[src/pkg/tgc_consts.svh]
// What this block does
// - Count source is system clock over four when select is 0, external pin when 1.
// - Internal source advances count once per instruction cycle times prescale ratio.
// - Counter mode increments on external rising edges, synchronized or asynchronous.
// - Counter mode ignores rising edges until one falling edge has been seen.
// - Count clock is divided by 1, 2, 4 or 8 from a two-bit field.
// - Prescale counter is hidden from software and cleared on any count byte write.
// - Writing either count byte updates the running counter at once.
// - Oscillator enable bit turns the low-power oscillator on; it runs in sleep.
// - Oscillator option honoured only with internal oscillator or LP system clock.
// - With oscillator on, port A dir bits 5:4 read 1 and data bits read 0.
// - Sync bypass bit counts input unsynchronized; synchronizer idles in sleep.
// - Asynchronous counter keeps counting in sleep and overflow can wake the core.
// - Mode switches may lose one increment or add one spurious increment.
// - Count byte reads are valid while counting asynchronously.
// - Gate comes from gate pin or comparator 2 output per gate source bit.
// - Gate applies only while gate enable is set; otherwise counting is ungated.
// - Gate invert bit flips the selected gate for either source.
// - Count rolls from FFFF to 0000 and sets the overflow flag.
// - Interrupt needs timer, peripheral and global enables; flag stays until cleared.
// - Sleep counting only in asynchronous counter mode; wake needs on and enables.
// - Wake resumes next instruction; with global enable it vectors to 0004h.
`ifndef TGC_CONSTS_SVH
`define TGC_CONSTS_SVH
// Register byte offsets
`define TGC_OFS_CTRL 12'h000
`define TGC_OFS_CNT_LO 12'h004
`define TGC_OFS_CNT_HI 12'h008
`define TGC_OFS_CMP_CTRL 12'h00C
`define TGC_OFS_FLAG 12'h010
`define TGC_OFS_IRQ_EN 12'h014
`define TGC_OFS_IRQ_CTRL 12'h018
`define TGC_OFS_PORTA 12'h01C
// Control register fields
`define TGC_B_ON 0
`define TGC_B_CS 1
`define TGC_B_SYNC 2
`define TGC_B_OSCEN 3
`define TGC_B_PS_LO 4
`define TGC_B_GE 6
`define TGC_B_GINV 7
// Other fields
`define TGC_B_GSS 1
`define TGC_B_OVF 0
`define TGC_B_PERIPH_IRQ_ENABLE 6
`define TGC_B_GIE 7
// Reset values
`define TGC_RST_CTRL 8'h00
`define TGC_RST_CMP 8'h02
`define TGC_ISR_VECTOR 16'h0004
`define TGC_CNT_MAX 16'hFFFF
// Instruction cycle is four system clocks
`define TGC_CLKS_PER_CYCLE 4
`endif

[src/pkg/tgc_pkg.sv]
package tgc_pkg;
  // What steers the count event
  typedef enum logic [1:0] {
    TGC_SRC_INTERNAL = 2'b00,
    TGC_SRC_EXT_SYNC = 2'b01,
    TGC_SRC_EXT_ASYNC = 2'b10
  } tgc_src_t;
  typedef logic [15:0] tgc_count_t;
endpackage

[src/tgc_timer.sv]
`timescale 1ns/100ps
`default_nettype none
`include "tgc_consts.svh"
module tgc_timer
  import tgc_pkg::*;
(
  // Clock and reset
  input wire logic clk_i,
  input wire logic rst_i,
  // APB slave
  input wire logic psel_i,
  input wire logic penable_i,
  input wire logic pwrite_i,
  input wire logic [11:0] paddr_i,
  input wire logic [31:0] pwdata_i,
  output logic [31:0] prdata_o,
  output logic pready_o,
  output logic pslverr_o,
  // Count and gate inputs
  input wire logic ext_count_input_i,
  input wire logic lp_osc_clk_i,
  input wire logic gate_pin_i,
  input wire logic comparator2_output_i,
  // System state
  input wire logic sleep_i,
  input wire logic osc_option_ok_i,
  input wire logic [5:0] porta_dir_i,
  input wire logic [5:0] porta_data_i,
  // Status outputs
  output logic lp_osc_run_o,
  output logic irq_o,
  output logic wake_o,
  output logic [15:0] irq_vector_o,
  output logic [5:0] porta_dir_view_o,
  output logic [5:0] porta_data_view_o
);

  // Software-visible state and hidden prescale and cycle counters
  logic [7:0] ctrl_reg;
  logic gate_source_select_reg;
  logic overflow_flag_reg;
  logic overflow_irq_enable_reg;
  logic periph_irq_enable_reg;
  logic global_irq_enable_reg;
  tgc_count_t count_reg;
  tgc_count_t count_next;
  logic [2:0] prescale_reg;
  logic [1:0] qdiv_reg;
  // Edge detection state
  logic raw_reg;
  logic async_prev_reg;
  logic sync1_reg;
  logic sync2_reg;
  logic sync3_reg;
  logic armed_reg;
  // Bus state
  logic pready_reg;
  logic [31:0] prdata_reg;
  logic pslverr_reg;
  // Output flops
  logic irq_reg;
  logic wake_reg;
  logic lp_osc_run_reg;
  logic [5:0] dir_view_reg;
  logic [5:0] data_view_reg;

  // Divide ratio mask: 00,01,10,11 give 1,2,4,8
  function automatic logic [2:0] prescale_mask(input logic [1:0] sel);
    unique case (sel)
      2'b00: prescale_mask = 3'h0;
      2'b01: prescale_mask = 3'h1;
      2'b10: prescale_mask = 3'h3;
      2'b11: prescale_mask = 3'h7;
    endcase
  endfunction

  // Control fields
  logic timer_on, count_source_select, sync_bypass, lp_osc_enable, gate_enable, gate_invert;
  logic [1:0] prescale_select;
  assign timer_on = ctrl_reg[`TGC_B_ON];
  assign count_source_select = ctrl_reg[`TGC_B_CS];
  assign sync_bypass = ctrl_reg[`TGC_B_SYNC];
  assign lp_osc_enable = ctrl_reg[`TGC_B_OSCEN];
  assign prescale_select = ctrl_reg[`TGC_B_PS_LO +: 2];
  assign gate_enable = ctrl_reg[`TGC_B_GE];
  assign gate_invert = ctrl_reg[`TGC_B_GINV];

  // Bus decode; a write lands only on the edge that completes the access
  logic bus_access;
  logic wr_en;
  logic wr_ctrl;
  logic wr_lo;
  logic wr_hi;
  logic wr_cmp;
  logic wr_flag;
  logic wr_ien;
  logic wr_ictl;
  logic addr_ok;
  assign bus_access = psel_i && penable_i;
  assign wr_en = bus_access && pready_reg && pwrite_i;
  assign wr_ctrl = wr_en && (paddr_i == `TGC_OFS_CTRL);
  assign wr_lo = wr_en && (paddr_i == `TGC_OFS_CNT_LO);
  assign wr_hi = wr_en && (paddr_i == `TGC_OFS_CNT_HI);
  assign wr_cmp = wr_en && (paddr_i == `TGC_OFS_CMP_CTRL);
  assign wr_flag = wr_en && (paddr_i == `TGC_OFS_FLAG);
  assign wr_ien = wr_en && (paddr_i == `TGC_OFS_IRQ_EN);
  assign wr_ictl = wr_en && (paddr_i == `TGC_OFS_IRQ_CTRL);
  assign addr_ok = (paddr_i[1:0] == 2'b00) && (paddr_i <= `TGC_OFS_PORTA);

  // Oscillator used only when the system clock leaves it free
  logic lp_osc_active;
  assign lp_osc_active = lp_osc_enable && osc_option_ok_i;

  // Gate: selected source, optional invert, only when enabled
  logic gate_sel;
  logic gate_open;
  assign gate_sel = gate_source_select_reg ? comparator2_output_i : gate_pin_i;
  assign gate_open = !gate_enable || (gate_invert ? gate_sel : !gate_sel);

  // Source mode
  tgc_src_t src_mode;
  assign src_mode = !count_source_select ? TGC_SRC_INTERNAL :
                    (sync_bypass ? TGC_SRC_EXT_ASYNC : TGC_SRC_EXT_SYNC);

  // External level, from oscillator or pin
  logic ext_level;
  assign ext_level = lp_osc_active ? lp_osc_clk_i : ext_count_input_i;

  // Bypass path samples once; synchronizer adds two stages and idles in sleep
  always_ff @(posedge clk_i) begin
    if (rst_i) begin
      raw_reg <= 1'b0;
      async_prev_reg <= 1'b0;
    end else begin
      raw_reg <= ext_level;
      async_prev_reg <= raw_reg;
    end
  end

  // Synchronizer holds its state in sleep
  always_ff @(posedge clk_i) begin
    if (rst_i) begin
      sync1_reg <= 1'b0;
      sync2_reg <= 1'b0;
      sync3_reg <= 1'b0;
    end else if (!sleep_i) begin
      sync1_reg <= ext_level;
      sync2_reg <= sync1_reg;
      sync3_reg <= sync2_reg;
    end
  end

  // Edges of the chosen path
  // Switching paths mid-run can drop or add one edge; accepted, not hidden
  logic ext_now, ext_prev, ext_rise, ext_fall;
  assign ext_now = sync_bypass ? raw_reg : sync2_reg;
  assign ext_prev = sync_bypass ? async_prev_reg : sync3_reg;
  assign ext_rise = ext_now && !ext_prev;
  assign ext_fall = !ext_now && ext_prev;

  // A falling edge must be seen before the first counted rising edge
  always_ff @(posedge clk_i) begin
    if (rst_i) begin
      armed_reg <= 1'b0;
    end else if (!count_source_select || !timer_on) begin
      armed_reg <= 1'b0;
    end else if (ext_fall) begin
      armed_reg <= 1'b1;
    end
  end

  // Instruction cycle tick, system clock over four
  logic int_tick;
  assign int_tick = (qdiv_reg == 2'(`TGC_CLKS_PER_CYCLE - 1));
  always_ff @(posedge clk_i) begin
    if (rst_i) begin
      qdiv_reg <= 2'h0;
    end else begin
      qdiv_reg <= qdiv_reg + 2'h1;
    end
  end

  // Raw count event before prescale; sleep stops all but the bypass path
  logic src_event;
  logic run_ok;
  always_comb begin
    unique case (src_mode)
      TGC_SRC_INTERNAL: src_event = int_tick && !sleep_i;
      TGC_SRC_EXT_SYNC: src_event = ext_rise && armed_reg && !sleep_i;
      TGC_SRC_EXT_ASYNC: src_event = ext_rise && armed_reg;
      default: src_event = 1'b0;
    endcase
  end
  assign run_ok = timer_on && gate_open;

  // Prescaler; low bits cycle so the mask picks one event in 2^n
  logic count_wr;
  logic inc;
  assign count_wr = wr_lo || wr_hi;
  assign inc = run_ok && src_event &&
               ((prescale_reg & prescale_mask(prescale_select)) ==
                prescale_mask(prescale_select));
  always_ff @(posedge clk_i) begin
    if (rst_i) begin
      prescale_reg <= 3'h0;
    end else if (count_wr) begin
      prescale_reg <= 3'h0;
    end else if (run_ok && src_event) begin
      prescale_reg <= prescale_reg + 3'h1;
    end
  end

  // Count pair; a byte write sets its byte, the other byte still takes a coincident increment
  always_comb begin
    count_next = count_reg;
    if (inc) begin
      count_next = count_reg + 16'h0001;
    end
    if (wr_lo) begin
      count_next[7:0] = pwdata_i[7:0];
    end
    if (wr_hi) begin
      count_next[15:8] = pwdata_i[7:0];
    end
  end
  always_ff @(posedge clk_i) begin
    if (rst_i) begin
      count_reg <= 16'h0000;
    end else begin
      count_reg <= count_next;
    end
  end

  // Overflow flag: rollover sets, software write of 0 clears; set wins
  logic rollover;
  assign rollover = inc && (count_reg == `TGC_CNT_MAX);
  always_ff @(posedge clk_i) begin
    if (rst_i) begin
      overflow_flag_reg <= 1'b0;
    end else if (rollover) begin
      overflow_flag_reg <= 1'b1;
    end else if (wr_flag) begin
      overflow_flag_reg <= pwdata_i[`TGC_B_OVF];
    end
  end

  // Control and enable registers
  always_ff @(posedge clk_i) begin
    if (rst_i) begin
      ctrl_reg <= `TGC_RST_CTRL;
      gate_source_select_reg <= 1'(`TGC_RST_CMP >> `TGC_B_GSS);
      overflow_irq_enable_reg <= 1'b0;
      periph_irq_enable_reg <= 1'b0;
      global_irq_enable_reg <= 1'b0;
    end else begin
      if (wr_ctrl) begin
        ctrl_reg <= pwdata_i[7:0];
      end
      if (wr_cmp) begin
        gate_source_select_reg <= pwdata_i[`TGC_B_GSS];
      end
      if (wr_ien) begin
        overflow_irq_enable_reg <= pwdata_i[`TGC_B_OVF];
      end
      if (wr_ictl) begin
        periph_irq_enable_reg <= pwdata_i[`TGC_B_PERIPH_IRQ_ENABLE];
        global_irq_enable_reg <= pwdata_i[`TGC_B_GIE];
      end
    end
  end

  // Interrupt, wake and port views, all registered
  always_ff @(posedge clk_i) begin
    if (rst_i) begin
      irq_reg <= 1'b0;
      wake_reg <= 1'b0;
      lp_osc_run_reg <= 1'b0;
      dir_view_reg <= 6'h00;
      data_view_reg <= 6'h00;
    end else begin
      irq_reg <= overflow_flag_reg && overflow_irq_enable_reg &&
                 periph_irq_enable_reg && global_irq_enable_reg;
      wake_reg <= overflow_flag_reg && overflow_irq_enable_reg &&
                  periph_irq_enable_reg && timer_on;
      lp_osc_run_reg <= lp_osc_active;
      dir_view_reg <= porta_dir_i | (lp_osc_active ? 6'h30 : 6'h00);
      data_view_reg <= porta_data_i & (lp_osc_active ? 6'h0F : 6'h3F);
    end
  end

  // Read mux; bits above the register width read zero
  logic [31:0] rd_word;
  always_comb begin
    rd_word = 32'h0000_0000;
    unique case (paddr_i)
      `TGC_OFS_CTRL: rd_word[7:0] = ctrl_reg;
      `TGC_OFS_CNT_LO: rd_word[7:0] = count_reg[7:0];
      `TGC_OFS_CNT_HI: rd_word[7:0] = count_reg[15:8];
      `TGC_OFS_CMP_CTRL: rd_word[`TGC_B_GSS] = gate_source_select_reg;
      `TGC_OFS_FLAG: rd_word[`TGC_B_OVF] = overflow_flag_reg;
      `TGC_OFS_IRQ_EN: rd_word[`TGC_B_OVF] = overflow_irq_enable_reg;
      `TGC_OFS_IRQ_CTRL: rd_word[7:6] = {global_irq_enable_reg, periph_irq_enable_reg};
      `TGC_OFS_PORTA: rd_word[13:0] = {2'b00, dir_view_reg, data_view_reg};
      default: rd_word = 32'h0000_0000;
    endcase
  end

  // One wait state: ready rises in the second access cycle
  always_ff @(posedge clk_i) begin
    if (rst_i) begin
      pready_reg <= 1'b0;
      prdata_reg <= 32'h0000_0000;
      pslverr_reg <= 1'b0;
    end else begin
      pready_reg <= bus_access && !pready_reg;
      if (bus_access && !pready_reg) begin
        prdata_reg <= pwrite_i ? 32'h0000_0000 : rd_word;
        pslverr_reg <= !addr_ok;
      end else begin
        pslverr_reg <= 1'b0;
      end
    end
  end

  assign prdata_o = prdata_reg;
  assign pready_o = pready_reg;
  assign pslverr_o = pslverr_reg;
  assign irq_o = irq_reg;
  assign wake_o = wake_reg;
  assign irq_vector_o = `TGC_ISR_VECTOR;
  assign lp_osc_run_o = lp_osc_run_reg;
  assign porta_dir_view_o = dir_view_reg;
  assign porta_data_view_o = data_view_reg;
endmodule
`default_nettype wire

[config.mk]
export PLATFORM = sky130hd
export DESIGN_NAME = tgc_timer
export DESIGN_NICKNAME = d
export VERILOG_FILES = /design/src/pkg/tgc_pkg.sv /design/src/tgc_timer.sv
export VERILOG_INCLUDE_DIRS = /design/src /design/src/pkg
export SDC_FILE = /design/constraint.sdc
export NUM_CORES = 1
export LEC_CHECK = 0
export BUFFER_PORTS_ARGS = -buffer_cell sky130_fd_sc_hd__buf_2
export CORE_ASPECT_RATIO = 1.25
export CORE_MARGIN = 4
export CORE_UTILIZATION = 30
export DETAILED_ROUTE_END_ITERATION = 12
export PLACE_DENSITY = 0.59
export SLEW_MARGIN = 15
export SYNTH_ARGS = -nofsm -noshare
export SYNTH_HDL_FRONTEND = slang
export SYNTH_SLANG_ARGS = --single-unit
export TNS_END_PERCENT = 30
[constraint.sdc]
create_clock -name clk_i -period 2.95 [get_ports clk_i]
set_input_delay 0.295 -clock clk_i [delete_from_list [all_inputs] [get_ports clk_i]]
set_output_delay 0.295 -clock clk_i [all_outputs]
set_load 0.05 [all_outputs]
==> results.toml <==
[run_status]
status = "complete, no violations"

[cts]
cts_tree = "done"
cts-root-buf = "clkbuf_16"
holdBufCountCts = 0
cts_buffers = 9
ctsResizeCount = 0
cts_setup_buffers = 0
path_clk_slew_ns = 0.06
cts_buffer_depth = 2
h-tree-depth = 3
clock_latency_ns = 0.34
cts.sink_count = 69

[drt]
wl_met3_um = 791
vias = 3390
wirelength_um = 10500
drc = 0
ant_nets = 0
wl_met1_um = 4450
met2_length_um = 5050
first_pass_iters = 4
top_layer_used = "met4"
first_iter_violations = 265
avgViaCountPerCell = 5.03
post_drt_wl_per_cell_um = 15.5

[global_route]
grt_max_degree = 33
track_usage_pct = 14.6
grt_pass1_vias = 3117
grt_pass1_wl_um = 16400
grt_antenna_before_repair = 0
grt.overflow.total = 0

[timing]
tightestPinTransition_ns = 0.617
hold_viol = 0
timing.fmax_ghz = 0.407
drv_slew = 0
setup_viol = 0
fin_skew_ns = 0.00936
relSlewSlack_pct = 58.8
period_needed_ns = 2.46
final.period_utilization_pct = 83.3
setup_tns_ns = 0
rsz0062_at_grt = "false"

[yosys]
synth_area_per_cell_um2 = 8.16
synth.distinct_cells = 46
seq_area_frac_synth_pct = 37.9
synth_seq_cells = 69
yosys-top-cells-area = "dfxtp_1, buf_4, mux2i_1"
synth.largest_area_cell = "dfxtp_1"
synthArstFlopShare_pct = 0
synth_top_flop_cell = "dfxtp_1"
syn_inst = 447
yosysTopAreaCellShare_pct = 37.9
synth-edff-count = 0
ys_warn_count = 0
syn_area_um2 = 3650

[min_path]
min_path_type = "in -> reg"
holdPathStages = 2

[die]
rows = 44
die_w_um = 107
die-height_um = 131
start_util_pct = 31.0
io_pins = 132
dieArea_um2 = 14000
core-area_um2 = 11800

[layout]
final_common_cell = "buf_2"
fin_util_pct = 36.7
n_fill_cell = 1263
mostFrequentLayoutCells = "buf_2, dfxtp_1, nand2_1, nor2_1, conb_1"
synthToLayoutAreaGrowth_pct = 18.5
n_antenna_cell = 0
layout-drive-gt1-share_pct = 19.3
largest_reg_flops = 16
final_nets = 578

[setup_path]
critical_path.max_fanout = 5
critical_path.slowest_cell = "mux2i_1"
r2r_cells = 5
crit_chain = "mux2i_1, mux2_4, or3_4, or4_1, a311oi_1"
crit_type = "reg -> reg"
path_depth = 5
critical-path-top-delay-family = "simple AND/OR/NAND/NOR gates"
crit_path_end_kind = "flop"
worstPathRequired_ns = 3.20
startpoint_type = "flop"
path_buf_inv = 0
cp_slowest_stage_delay_ns = 0.48
worstPathArrival_ns = 2.71

[place]
numPortBuffers = 71
place_hpwl_um = 8030
routabilityCongestion = 0.958

[power_and_ir_drop]
peakVddDrop_mv = 0.201
power_leakage_nw = 1.76
powerDensity_nw_per_um2 = 542

[run]
maxCapViolCount = 0
power breakdown:
part / internal, mW / switching, mW / leakage [nW]
logic: 0.0557 / 0.221 / 1.05
clock network: 0.667 / 0.437 / 0.148
registers: 0.952 / 0.0125 / 0.561
final timing paths:
check	start	to	slack (ns)
max	gate_source_select_reg	count_reg[6]	0.49
min	porta_data_i[4]	porta_data_view_o[4]	0.16
max reg2reg	gate_source_select_reg	count_reg[6]	0.49
min reg2reg	qdiv_reg[0]	qdiv_reg[0]	0.43
Yosys cell counts, types with 4 or more instances:
master	instances
a21oi_1	25
a22oi_1	4
a311oi_1	10
and2_1	7
and3_1	5
and4_1	6
buf_1	5
buf_4	36
clkbuf_1	20
dfxtp_1	69
inv_1	9
mux2i_1	21
nand2_1	44
nand3_1	29
nand4_1	14
nor2_1	37
nor2b_1	18
nor3_1	7
nor3b_1	4
nor4_1	4
o2111ai_1	6
o21ai_0	17
o31ai_1	8
or4_1	7
final cells by class:
| type | count | area (um^2) | share of cell area [%] |
|---|---|---|---|
| Sequential cell | 69 | 1380 | 32.0 |
| Multi-Input combinational cell | 342 | 2000 | 46.2 |
| Tap cell | 161 | 201 | 4.66 |
| Clock buffer | 9 | 225 | 5.21 |
| Timing Repair Buffer | 77 | 400 | 9.26 |
| Clock inverter | 7 | 83.8 | 1.94 |
| Inverter | 9 | 33.8 | 0.782 |
cells by family (layout without fill, tap and decap cells):
group / Yosys count / count (layout) / synth area share (%)
AO/OA/AOI/OAI: 85 / 85 / 15.5
XOR/XNOR: 1 / 1 / 0.240
adder cells (fa/ha/maj): 3 / 3 / 1.03
buffers and inverters: 70 / 102 / 10.9
flip-flops: 69 / 69 / 37.9
multiplexers: 23 / 23 / 6.48
other: 2 / 36 / 0.206
AND/OR/NAND/NOR: 194 / 194 / 27.8
metrics by stage:
| step | hold slack, ns | power (mW) | area [um^2] | std cells | setup slack (ns) |
|---|---|---|---|---|---|
| 2_1_floorplan | 0.399 | 1.23 | 3770 | 481 | 0.770 |
| 3_3_place_gp | 0.406 | 1.26 | 4010 | 658 | 0.499 |
| 3_5_place_dp | 0.420 | 1.26 | 4010 | 658 | 0.458 |
| 4_1_cts | 0.156 | 2.36 | 4320 | 674 | 0.449 |
| 5_1_grt | 0.175 | 2.43 | 4320 | 674 | 0.336 |
| 6_report | 0.162 | 2.34 | 4320 | 674 | 0.492 |
layer usage:
layer  up-vias  global-route usage (%)
met2       132                    24.1
met1      1565                    18.3
met3        15                    3.04
met4         0                    6.68
met5         -                       0
li1       1678                       -
Note: power is estimated with default switching activity, not from simulation.
